`config.mk`:
```
export PLATFORM = sky130hd
export DESIGN_NAME = smc_sleep_ctrl
export DESIGN_NICKNAME = d
export VERILOG_FILES = /design/src/core/smc_pkg.sv /design/src/core/smc_sleep_ctrl.sv
export SDC_FILE = /design/constraint.sdc
export NUM_CORES = 1
export LEC_CHECK = 0
export ABC_AREA = 1
export BUFFER_PORTS_ARGS = -buffer_cell sky130_fd_sc_hd__buf_2
export CAP_MARGIN = 15
export CORE_MARGIN = 5
export CORE_UTILIZATION = 25
export DETAILED_ROUTE_END_ITERATION = 12
export PLACE_DENSITY_LB_ADDON = 0.3
export RECOVER_POWER = 50
export REMOVE_ABC_BUFFERS = 1
export SYNTH_ARGS = -nofsm -noshare
export SYNTH_HDL_FRONTEND = slang
export SYNTH_SLANG_ARGS = --single-unit
```
`constraint.sdc`:
```
create_clock -name i_clock -period 1.84 [get_ports i_clock]
set_clock_uncertainty 0.2 [all_clocks]
set_input_delay 0 -clock i_clock [delete_from_list [all_inputs] [get_ports i_clock]]
set_output_delay 0 -clock i_clock [all_outputs]
set_load 0.1 [all_outputs]
```
`src/core/smc_pkg.sv`:
```
// smc_pkg: constants and carrier types for the sleep mode controller.
// assumes a single 50 MHz clock domain.
package smc_pkg;

    localparam int unsigned CLK_PERIOD_NS     = 20;
    // pulse rejection window and power-down bound, in ns
    localparam int unsigned REJECT_NS         = 100;
    localparam int unsigned PWRDN_MAX_NS      = 400;
    localparam int unsigned REJECT_CYC        = (REJECT_NS + CLK_PERIOD_NS - 1) / CLK_PERIOD_NS;
    localparam int unsigned PWRDN_MAX_CYC     = PWRDN_MAX_NS / CLK_PERIOD_NS;
    // wake-up bound, in us (largest part)
    localparam int unsigned PWRUP_MAX_US      = 1000;
    localparam int unsigned PWRUP_MAX_CYC     = PWRUP_MAX_US * 1000 / CLK_PERIOD_NS;
    localparam int unsigned CNT_W             = 16;
    localparam logic [2:0]  SYNC_RESET        = 3'h7;
    localparam logic [CNT_W-1:0] CNT_RESET    = 16'h0000;

    typedef enum logic [1:0] {
        SMC_NORMAL,
        SMC_SLEEP,
        SMC_WAKE
    } smc_state_t;

    // controls that fan out to the rest of the fabric
    typedef struct packed {
        logic user_run;     // user logic may operate
        logic user_hold;    // user registers held at initial value
        logic io_oe;        // user outputs may drive
        logic tap_en;       // test and programming port enabled
    } smc_ctrl_t;

    localparam smc_ctrl_t CTRL_RESET = '{user_run: 1'b0, user_hold: 1'b1,
                                         io_oe: 1'b0, tap_en: 1'b0};

endpackage : smc_pkg

```
`src/core/smc_sleep_ctrl.sv`:
```
// smc_sleep_ctrl: sleep entry and exit sequencer behind the sleep request pin.
// assumes the pin is asynchronous; the pad pull-up is modelled by an enable input.
`timescale 1ns/100ps

////////////////////////////////////////////////////////////////////////////////
// How it works
// - low request pin sleeps; high keeps normal
// - user logic stopped, memory contents lost
// - all user outputs tri-stated while asleep
// - test and programming port disabled asleep
// - request filtered against short glitches
// - sleep entered shortly after valid low
// - weak pull-up holds undriven request inactive
// - wake-up completes after fixed interval
// - power-down within 400 ns of fall
// - power-up 1000 us of wake plus about 10 cycles after rise
module smc_sleep_ctrl #(
    parameter int unsigned WAKE_CYC = smc_pkg::PWRUP_MAX_CYC
) (
    // clock and reset
    input  wire logic              i_clock,
    input  wire logic              i_rst_n,
    // request pin, two signals of the pad, and configuration status
    input  wire logic              i_low_power_request_n,
    input  wire logic              i_low_power_request_driven,
    input  wire logic              i_config_busy,
    // fabric controls
    output smc_pkg::smc_ctrl_t     o_ctrl,
    output logic                   o_asleep,
    output logic                   o_mem_clear,
    output logic                   o_req_violation
);

    ////////////////////////////////////////////////////////////////////////////
    // pin conditioning

    logic                          pin_level;
    logic [2:0]                    sync_ff;
    logic                          filt_ff;
    logic [smc_pkg::CNT_W-1:0]     flt_cnt_ff;

    // undriven pin reads high through the pull-up
    assign pin_level = i_low_power_request_driven ? i_low_power_request_n : 1'b1;

    // the first flop may go metastable; only the second and third are compared
    always_ff @(posedge i_clock or negedge i_rst_n) begin
        if (!i_rst_n) begin
            sync_ff <= smc_pkg::SYNC_RESET;
        end else begin
            sync_ff <= {sync_ff[1:0], pin_level};
        end
    end

    // the filtered level changes only after the new level holds for the
    // rejection window; a shorter pulse restarts the count and is lost
    always_ff @(posedge i_clock or negedge i_rst_n) begin
        if (!i_rst_n) begin
            filt_ff    <= 1'b1;
            flt_cnt_ff <= smc_pkg::CNT_RESET;
        end else if (sync_ff[1] != sync_ff[2] || sync_ff[2] == filt_ff) begin
            flt_cnt_ff <= smc_pkg::CNT_RESET;
        end else if (flt_cnt_ff == smc_pkg::CNT_W'(smc_pkg::REJECT_CYC - 1)) begin
            filt_ff    <= sync_ff[2];
            flt_cnt_ff <= smc_pkg::CNT_RESET;
        end else begin
            flt_cnt_ff <= flt_cnt_ff + 16'h0001;
        end
    end

    ////////////////////////////////////////////////////////////////////////////
    // sequencer

    smc_pkg::smc_state_t           state_ff;
    logic [smc_pkg::CNT_W-1:0]     wake_cnt_ff;

    // reset lands in wake, so leaving reset costs a full wake-up interval
    always_ff @(posedge i_clock or negedge i_rst_n) begin
        if (!i_rst_n) begin
            state_ff    <= smc_pkg::SMC_WAKE;
            wake_cnt_ff <= smc_pkg::CNT_RESET;
        end else begin
            unique case (state_ff)
                smc_pkg::SMC_NORMAL: begin
                    if (!filt_ff) begin
                        state_ff <= smc_pkg::SMC_SLEEP;
                    end
                end
                smc_pkg::SMC_SLEEP: begin
                    wake_cnt_ff <= smc_pkg::CNT_RESET;
                    if (filt_ff) begin
                        state_ff <= smc_pkg::SMC_WAKE;
                    end
                end
                smc_pkg::SMC_WAKE: begin
                    if (!filt_ff) begin
                        state_ff <= smc_pkg::SMC_SLEEP;
                    end else if (wake_cnt_ff == smc_pkg::CNT_W'(WAKE_CYC - 1)) begin
                        state_ff <= smc_pkg::SMC_NORMAL;
                    end else begin
                        wake_cnt_ff <= wake_cnt_ff + 16'h0001;
                    end
                end
                // the unused code restarts the block as a fresh wake
                default: begin
                    state_ff    <= smc_pkg::SMC_WAKE;
                    wake_cnt_ff <= smc_pkg::CNT_RESET;
                end
            endcase
        end
    end

    // cycles spent in wake, read only by the wake-up bound check
    logic [smc_pkg::CNT_W:0]       wake_age_ff;

    always_ff @(posedge i_clock or negedge i_rst_n) begin
        if (!i_rst_n) begin
            wake_age_ff <= {1'b0, smc_pkg::CNT_RESET};
        end else if (state_ff == smc_pkg::SMC_WAKE) begin
            wake_age_ff <= wake_age_ff + 17'h00001;
        end else begin
            wake_age_ff <= {1'b0, smc_pkg::CNT_RESET};
        end
    end

    ////////////////////////////////////////////////////////////////////////////
    // registered fabric controls

    always_ff @(posedge i_clock or negedge i_rst_n) begin
        if (!i_rst_n) begin
            o_ctrl      <= smc_pkg::CTRL_RESET;
            o_asleep    <= 1'b0;
            o_mem_clear <= 1'b0;
        end else begin
            // controls fall straight from the filtered level, on the same edge as the state
            // and a cycle ahead of o_asleep, which keeps power-down well inside its bound
            o_ctrl.user_run  <= (state_ff == smc_pkg::SMC_NORMAL) && filt_ff;
            o_ctrl.user_hold <= (state_ff != smc_pkg::SMC_NORMAL) || !filt_ff;
            o_ctrl.io_oe     <= (state_ff == smc_pkg::SMC_NORMAL) && filt_ff;
            o_ctrl.tap_en    <= (state_ff == smc_pkg::SMC_NORMAL) && filt_ff;
            o_asleep         <= (state_ff == smc_pkg::SMC_SLEEP);
            // contents are dropped on entry rather than kept
            o_mem_clear      <= (state_ff == smc_pkg::SMC_NORMAL) && !filt_ff;
        end
    end

    // flags a request arriving while configuration is loading
    // a flag only: the block cannot refuse the request, it can only report it
    always_ff @(posedge i_clock or negedge i_rst_n) begin
        if (!i_rst_n) begin
            o_req_violation <= 1'b0;
        end else begin
            o_req_violation <= i_config_busy && !filt_ff;
        end
    end

    ////////////////////////////////////////////////////////////////////////////
    // checks
    // most watch the registered controls, as the fabric sees them; the pin, filter and wake checks watch internal state

    a_down_in_time: assert property (@(posedge i_clock) disable iff (!i_rst_n)
        $fell(sync_ff[2]) ##0 (!sync_ff[2])[*5] |-> ##[0:15] !o_ctrl.io_oe)
        else $error("power-down too slow");

    a_glitch_ignored: assert property (@(posedge i_clock) disable iff (!i_rst_n)
        (filt_ff && $fell(sync_ff[2])) ##1 !sync_ff[2] ##1 !sync_ff[2] ##1 sync_ff[2]
            |-> (filt_ff)[*4])
        else $error("short low pulse reached the filter");

    a_sleep_tristate: assert property (@(posedge i_clock) disable iff (!i_rst_n)
        o_asleep |-> !o_ctrl.io_oe && !o_ctrl.tap_en)
        else $error("outputs or test port live in sleep");

    a_hold_no_run: assert property (@(posedge i_clock) disable iff (!i_rst_n)
        o_ctrl.user_hold |-> !o_ctrl.user_run)
        else $error("user logic runs while held");

    a_low_sleeps: assert property (@(posedge i_clock) disable iff (!i_rst_n)
        (!filt_ff)[*2] |-> !o_ctrl.user_run)
        else $error("low request did not stop logic");

    a_wake_release: assert property (@(posedge i_clock) disable iff (!i_rst_n)
        $rose(o_ctrl.user_run) |-> $past(state_ff) == smc_pkg::SMC_NORMAL && filt_ff)
        else $error("release without finished wake");

    a_clear_on_entry: assert property (@(posedge i_clock) disable iff (!i_rst_n)
        (state_ff == smc_pkg::SMC_NORMAL && !filt_ff) |=> o_mem_clear ##1 o_asleep)
        else $error("memory not cleared on entry");

    a_pullup_idle: assert property (@(posedge i_clock) disable iff (!i_rst_n)
        (!i_low_power_request_driven)[*4] |-> sync_ff[2])
        else $error("undriven pin not read as high");

    a_filter_settled: assert property (@(posedge i_clock) disable iff (!i_rst_n)
        $changed(filt_ff) |->
            $past(sync_ff[2], 1) == filt_ff && $past(sync_ff[2], 2) == filt_ff &&
            $past(sync_ff[2], 3) == filt_ff && $past(sync_ff[2], 4) == filt_ff &&
            $past(sync_ff[2], 5) == filt_ff)
        else $error("filtered level moved before the pin settled");

    a_clear_one_pulse: assert property (@(posedge i_clock) disable iff (!i_rst_n)
        o_mem_clear |=> !o_mem_clear)
        else $error("memory clear longer than one cycle");

    a_flag_config: assert property (@(posedge i_clock) disable iff (!i_rst_n)
        (i_config_busy && !filt_ff) |=> o_req_violation)
        else $error("request during configuration not flagged");

    // the wake counter alone cannot show the bound, so its age is kept apart
    a_wake_bounded: assert property (@(posedge i_clock) disable iff (!i_rst_n)
        state_ff == smc_pkg::SMC_WAKE |-> wake_age_ff < (smc_pkg::CNT_W + 1)'(WAKE_CYC))
        else $error("wake-up took longer than its bound");

    a_release_together: assert property (@(posedge i_clock) disable iff (!i_rst_n)
        $fell(o_ctrl.user_hold) |-> o_ctrl.user_run && o_ctrl.io_oe && o_ctrl.tap_en)
        else $error("user controls not released together");

    a_no_run_asleep: assert property (@(posedge i_clock) disable iff (!i_rst_n)
        o_asleep |-> o_ctrl.user_hold && !o_ctrl.user_run)
        else $error("user logic live in sleep");

endmodule : smc_sleep_ctrl

```
# == Yosys cells after proc, flatten, opt, wreduce, memory -nomap -nowiden ==
# Index checks and enable logic that the tools add are counted.
# word_totals
reg_bits,43
out_inout_bits,7
wordCells,47
input_bits,5
# op_classes
eq_ne,11
bitwise,2
add_sub_neg,2
n_reduce_logical,11
mux,11
# op_table
operator,n
16-bit two-way mux,4
16-bit by 1-bit adder with 16-bit output (second input constant),2
16-bit one-hot mux with 2 select lines,1
16-bit equality test (second input constant),1
16-bit by 3-bit equality test with 1-bit output (second input constant),1
2-bit two-way mux,4
2-bit inequality test (second input constant),4
2-bit one-hot mux with 3 select lines,1
3-bit AND reduction,2
1-bit logical AND,3
3-bit inequality test (second input constant),1
2-bit by 1-bit equality test with 1-bit output (second input constant),1
2-bit equality test (second input constant),1
2-bit zero test,1
1-bit logical OR,2
1-bit inverter,2
2-bit AND reduction,1
2-bit nonzero test,1
1-bit equality test,1
1-bit zero test,1
1-bit two-way mux,1
1-bit inequality test,1

# == Depth between registers and ports, before layout ==
# Gate-level depths: netlist (run 1).
# logic_depth
depth_word,4
ltp_mapped,11

# == Worst setup path before layout (run 1) ==
# No wires, ideal clock.
# synth_timing
kind,register -> register
start,register wake_cnt_ff[0] in the netlist's numbering
end,register wake_cnt_ff[10] in the netlist's numbering
slack_ps,219
t_arrival_ps,1304
n_path_buf,2
required_time_ps,1523
stages_incl_launch_ff,11
synth_period_minus_slack_ps,1621
path_cell_list,dfrtp_1 ha_1 nand3_1 nor2_1 nand2_1 nand2_1 nand2_2 buf_6 buf_8 nand3b_2 nand2_1
# synth_via
elab_chain_len,4
# synth_lines
element,line,text
start: declaration,smc_sleep_ctrl.sv:74,logic [smc_pkg::CNT_W-1:0] wake_cnt_ff;
start signal: assignment,smc_sleep_ctrl.sv:80,wake_cnt_ff <= smc_pkg::CNT_RESET;
start signal: assignment,smc_sleep_ctrl.sv:89,wake_cnt_ff <= smc_pkg::CNT_RESET;
start signal: assignment,smc_sleep_ctrl.sv:100,wake_cnt_ff <= wake_cnt_ff + 16'h0001;
16-bit by 1-bit adder with 16-bit output,smc_sleep_ctrl.sv:100,
16-bit two-way mux,smc_sleep_ctrl.sv:97,end else if (wake_cnt_ff == smc_pkg::CNT_W'(WAKE_CYC - 1)) begin
16-bit two-way mux,smc_sleep_ctrl.sv:95,if (!filt_ff) begin
16-bit one-hot mux with 2 select lines,smc_sleep_ctrl.sv:82,unique case (state_ff)
# Parallel ways exist; a longest one is shown, timed or not. The select of a mux whose other input is x is not followed.
# A chain may end at the register's enable or synchronous reset.

# == Worst setup path after layout (run 1) ==
# layout_timing
start,register state_ff[1]
end,register wake_cnt_ff[6] in the netlist's numbering
# layout_via
elab_chain_len,3
# layout_lines
element,line,text
start: declaration,smc_sleep_ctrl.sv:73,smc_pkg::smc_state_t state_ff;
start signal: assignment,smc_sleep_ctrl.sv:79,state_ff <= smc_pkg::SMC_WAKE;
start signal: assignment,smc_sleep_ctrl.sv:85,state_ff <= smc_pkg::SMC_SLEEP;
start signal: assignment,smc_sleep_ctrl.sv:91,state_ff <= smc_pkg::SMC_WAKE;
2-bit equality test / 2-bit zero test (equally long branches),smc_sleep_ctrl.sv:82,
2-bit inequality test (no source line) / 1-bit inverter (equally long branches),n/a,
3-bit AND reduction (no source line),n/a,
# Parallel ways exist; a longest one is shown, timed or not.

==> results.json, run 1 <==
{
  "hold_path.class": "reg2reg",
  "cp-start-kind": "flop",
  "start_util": 0.256,
  "layout-drive-gt1-share": 0.138,
  "postLayoutSetupSlackWorst_ns": 0.160,
  "clock.fmax_mhz": 595,
  "cp-end-kind": "flop",
  "synth_top_family_by_area": "simple AND/OR/NAND/NOR gates",
  "drt_iter0_markers": 43,
  "antenna_cells": 0,
  "cap_violations": 0,
  "num_vias": 2018,
  "synthAdderAreaFrac": 0.0159,
  "wire_per_inst_um": 10.4,
  "ys_ff_latch": 43,
  "area_growth_pct": 17.9,
  "ys_warn_count": 0,
  "period_minus_slack_ns": 1.68,
  "gp_congestion": 0.845,
  "finalSetupViolCount": 0,
  "cp.required_ns": 1.85,
  "slew_headroom": 0.287,
  "synth_xor_area_frac": 0.0222,
  "cp_max_fo": 8,
  "syn_inst": 322,
  "critPathLaunch": "state_ff[1]",
  "hp-start": "sync_ff[0]",
  "via_per_inst": 4.22,
  "nets": 356,
  "numCtsBuffers": 5,
  "finalSetupTns_ns": 0,
  "dr.pass1.iters": 4,
  "drt_drc_violations_left": 0,
  "leakagePower_uw": 0.00122,
  "core_mm2": 0.00924,
  "p_per_area_mw_per_mm2": 1080,
  "chipHeight_um": 107,
  "antenna_found_initial": 0,
  "layout_commonest_cell": "nand2_1",
  "postSynthAreaPerCell_um2": 7.34,
  "grt-ovfl-total": 0,
  "r2r-start": "state_ff[1]",
  "hpwl_um": 3590,
  "crit_slowest_cell": "dfstp_1",
  "insertion_delay_ns": 0.30,
  "status": "complete, no violations",
  "clock_path_buffers": 2,
  "yosys.area_share.simple": 0.365,
  "seq_area_frac_synth": 0.458,
  "grt_max_degree": 44,
  "portBuffers": 11,
  "synth-compound-area-share": 0.0508,
  "cp_common_cell": "inv_1",
  "arrival_ns": 1.69,
  "io_pins": 12,
  "cp_num_buf_inv": 2,
  "yosysTopAreaCell": "dfrtp_1",
  "crit_chain": "inv_1, nor2_4, inv_1, nor3_1, nand2_1, o21ai_0",
  "cts_tree": "yes",
  "synth_top_area_frac": 0.392,
  "cts.sinks": 43,
  "synthTopCellsByArea": "dfrtp_1 39%, nand2_1 14%, nor2_1 8.4%, dfstp_2 6.7%, inv_1 6.2%",
  "num_rows": 35,
  "grt_pass1_vias": 1996,
  "fin_crit_sh": 0.913,
  "critical-path-max-stage-delay_ns": 0.59,
  "antenna_left": 0,
  "crit_type": "reg2reg",
  "grt_first_pass_wirelength_um": 8890,
  "hold_viol": 0,
  "grt.total_usage": 0.0941,
  "dieArea_mm2": 0.0115,
  "netlist_area_mm2": 0.00236,
  "post_synth_num_cell_types": 25,
  "rsz0062_at_grt": "no",
  "clk_pin_slew_ns": 0.08,
  "htreeDepth": 2,
  "muxShareOfSynthArea": 0,
  "pre_cts_ws_ns": 0.108,
  "slew_violations": 0,
  "routed_wl_um": 4980,
  "tightest_slew_ns": 1.07,
  "crit_family": "flip-flops",
  "die_width_um": 107,
  "final_cell_mix": "87 x nand2_1, 52 x nor2_1, 39 x inv_1",
  "peakVddDrop_mv": 0.439,
  "cts_root_buf": "clkbuf_8"
}
## repair_timing
| action | 4_1_cts | 5_1_grt |
|---|---|---|
| endpoints found under the setup margin | 0 | 18 |
| endpoints found under the hold margin | 45 | 0 |
| buffers inserted | 0 | 3 |
| gates resized for setup | 0 | 9 |
| hold buffers | 4 | 0 |
## synth_stat cells
cell type,count
a21oi_1,11
nor2_4,1
o21bai_1,2
buf_6,1
nand2_2,2
nand2_1,88
buf_8,1
nor3_1,18
nand3_2,1
nand4_1,4
or2_2,1
nor2_2,3
dfrtp_1,37
buf_4,3
nand3_1,24
ha_1,3
nand3b_2,1
nor4_1,1
nor3b_1,3
xor2_1,6
inv_1,39
o21ai_0,10
dfstp_2,6
nor2_1,53
inv_2,3
## cell type report
type / instances / area (µm²)
Fill cell: 1011 / 6450
Multi-Input combinational cell: 232 / 1100
Sequential cell: 43 / 1080
Timing Repair Buffer: 24 / 164
Tap cell: 129 / 161
Inverter: 42 / 160
Clock buffer: 6 / 82.6
Clock inverter: 2 / 35.0
## through the flow
stage	hold WS, ns	cells	cell area (µm²)	utilization	total power, µW
detailed placement	-0.0785	463	2580	0.279	2200
global placement	-0.0827	463	2580	0.279	2190
global route	0.175	478	2790	0.302	3190
floorplan	-0.496	317	2310	-	1930
finish	0.166	478	2790	0.302	3010
CTS	0.133	475	2730	0.296	2990
## kinds of logic after synthesis
group / after synthesis
buf+inv: 47
fa+ha+maj: 3
simple gates: 200
compound gates: 23
flops: 43
xor+xnor: 6
## final timing paths
| path | endpoint | slack, ns | cells past startpoint |
|---|---|---|---|
| max reg2reg | wake_cnt_ff[6] | 0.16 | 6 |
| min in group asynchronous | wake_cnt_ff[9] | 0.30 | 3 |
| min reg2reg | sync_ff[1] | 0.17 | 0 |
| max in group asynchronous | wake_cnt_ff[13] | 0.48 | 3 |
| max | wake_cnt_ff[6] | 0.16 | 6 |
| min | sync_ff[1] | 0.17 | 0 |
## per-layer routing
layer	wire (µm)	track usage	vias to the layer above	part of all wire
li1	-	-	1058	-
met1	2390	0.119	934	0.48
met2	2430	0.162	21	0.49
met5	0	0	-	0
met4	28	0.0219	0	0.0056
met3	130	0.0217	5	0.026
## flip-flops by register name (all words and copies together), names as in the netlist
register	count
filt_ff	1
o_req_violation	1
state_ff	2
o_mem_clear	1
sync_ff	3
o_asleep	1
wake_cnt_ff	16
flt_cnt_ff	16
o_ctrl	2
## power by group
| group | total [µW] | internal [µW] | switching (µW) |
|---|---|---|---|
| sequential | 1180 | 1080 | 103 |
| combinational | 1050 | 250 | 804 |
| clock | 772 | 440 | 332 |
No activity file was read; power rests on OpenSTA's default activity.
==> run 2: changes to the inputs <==
--- a/config.mk
+++ b/config.mk
@@ -8,6 +8,8 @@
 export ABC_AREA = 1
 export BUFFER_PORTS_ARGS = -buffer_cell sky130_fd_sc_hd__buf_2
 export CAP_MARGIN = 15
+export CELL_PAD_IN_SITES_DETAIL_PLACEMENT = 1
+export CELL_PAD_IN_SITES_GLOBAL_PLACEMENT = 1
 export CORE_MARGIN = 5
 export CORE_UTILIZATION = 25
 export DETAILED_ROUTE_END_ITERATION = 12
==> run 2 against run 1 <==
Highest routed layer unchanged. Critical path type is now in2async. Critical endpoint is now flt_cnt_ff[9]. Sequential power hardly changed. Non-clock buffer count is 6 higher. Die area stayed put. Final cell count is 1.3% higher. Via count is 6.1% higher.
==> results.json, run 2 (synthesized netlist as in run 1, its figures left out) <==
{
  "num_vias": 2142,
  "clkPwrFrac": 0.257,
  "cp-start-kind": "input pin",
  "grt_pass1_vias": 2328,
  "rsz0062_at_grt": "yes",
  "cts_root_buf": "clkbuf_8",
  "slew_headroom": 0.427,
  "p_switching_uw": 1290,
  "p_int_uw": 1790,
  "via_per_inst": 4.43,
  "stdcell_count": 484,
  "finalSetupTns_ns": 0,
  "p_per_area_mw_per_mm2": 1090,
  "grt.total_usage": 0.117,
  "numCtsBuffers": 5,
  "cp.required_ns": 1.97,
  "power_frac_comb": 0.360,
  "dieArea_mm2": 0.0115,
  "cts_tree": "yes",
  "drt_drc_violations_left": 0,
  "io_pins": 12,
  "antenna_found_initial": 0,
  "htreeDepth": 2,
  "tightest_slew_ns": 0.860,
  "final_cell_mix": "87 x nand2_1, 52 x nor2_1, 39 x inv_1",
  "peakVddDrop_mv": 0.424,
  "period_minus_slack_ns": 1.69,
  "cts.sinks": 43,
  "clock_path_buffers": 2,
  "leakagePower_uw": 0.00125,
  "crit_type": "in2async",
  "final.fill_count": 1152,
  "fin_crit_sh": 0.917,
  "core_mm2": 0.00924,
  "finalPower_uw": 3080,
  "cp_max_fo": 16,
  "cap_violations": 0,
  "die_width_um": 107,
  "routed_wl_um": 6150,
  "dp.cells": 467,
  "status": "complete, no violations",
  "hold_path.class": "reg2reg",
  "drt_iter0_markers": 46,
  "layout-drive-gt1-share": 0.146,
  "clk_pin_slew_ns": 0.09,
  "dr.pass1.iters": 4,
  "nets": 362,
  "swShare": 0.420,
  "insertion_delay_ns": 0.30,
  "layout_commonest_cell": "nand2_1",
  "hold_viol": 0,
  "cp-end-kind": "asynchronous set/reset pin",
  "num_rows": 35,
  "slew_violations": 0,
  "reg_top3": "flt_cnt_ff: 16 flops, wake_cnt_ff: 16 flops, sync_ff: 3 flops",
  "antenna_cells": 0,
  "clock.fmax_mhz": 592,
  "portBuffers": 11,
  "arrival_ns": 1.82,
  "gp_congestion": 0.815,
  "seqPwrFrac": 0.382,
  "finalSetupViolCount": 0,
  "grt_first_pass_wirelength_um": 10900,
  "start_util": 0.256,
  "area_growth_pct": 19.7,
  "grt_max_degree": 17,
  "wire_per_inst_um": 12.7,
  "chipHeight_um": 107,
  "grt-ovfl-total": 0,
  "hpwl_um": 4530,
  "antenna_left": 0
}
==> run 2: repair_timing <==
item                                    4_1_cts  5_1_grt
endpoints found under the hold margin        39        0
buffers inserted                              0        4
endpoints found under the setup margin        0       19
resized for setup                             0       12
hold buffers                                  5        0
==> run 2: metal layers <==
metal  GRT usage  up-vias  wire length, µm
met5           0        -                0
met3      0.0241       12              127
li1            -     1076                -
met4      0.0338        0               84
met2       0.210       19             3200
met1       0.139     1035             2740
==> run 2: layout make-up <==
cell class,instances,area (µm²),area share
repair buffers,30,206,0.0730
flip-flops and latches,43,1080,0.383
multi-input cells,232,1100,0.389
clock buffers,6,82.6,0.0292
well taps,129,161,0.0571
clock inverters,2,35.0,0.0124
inverters,42,160,0.0566
==> run 2: final timing paths <==
kind / startpoint / to / slack [ns] / depth (start not counted)
max: i_rst_n / flt_cnt_ff[9] / 0.15 / 3
min: sync_ff[0] / sync_ff[1] / 0.17 / 0
min reg2reg: sync_ff[0] / sync_ff[1] / 0.17 / 0
max reg2reg: flt_cnt_ff[0] / flt_cnt_ff[2] / 0.15 / 8
max in group i_clock: flt_cnt_ff[0] / flt_cnt_ff[2] / 0.15 / 8
min in group asynchronous: i_rst_n / flt_cnt_ff[11] / 0.21 / 3
==> run 2: power by group through the flow <==
stage	Combinational [µW]	Clock, µW	Sequential [µW]
finish	1110	793	1180
global route	1210	864	1200
CTS	1060	821	1190
detailed placement	1050	0	1210
global placement	1030	0	1200
floorplan	357	0	1580
==> run 2: metrics by stage <==
step                utilization  worst slack (ns)  cell area, µm²  hold slack (ns)
floorplan                     -            -0.434            2310           -0.496
global placement          0.282             0.108            2610           -0.221
detailed placement        0.282            0.0668            2610           -0.220
CTS                       0.300            0.0454            2770           0.0658
global route              0.306           -0.0210            2830            0.176
finish                    0.306             0.152            2830            0.168
==> run 2: worst max-delay path, stage by stage <==
cell,delay (ns)
dlygate4sd3_1,0.52
buf_2,0.17
dlygate4sd3_1,1.12
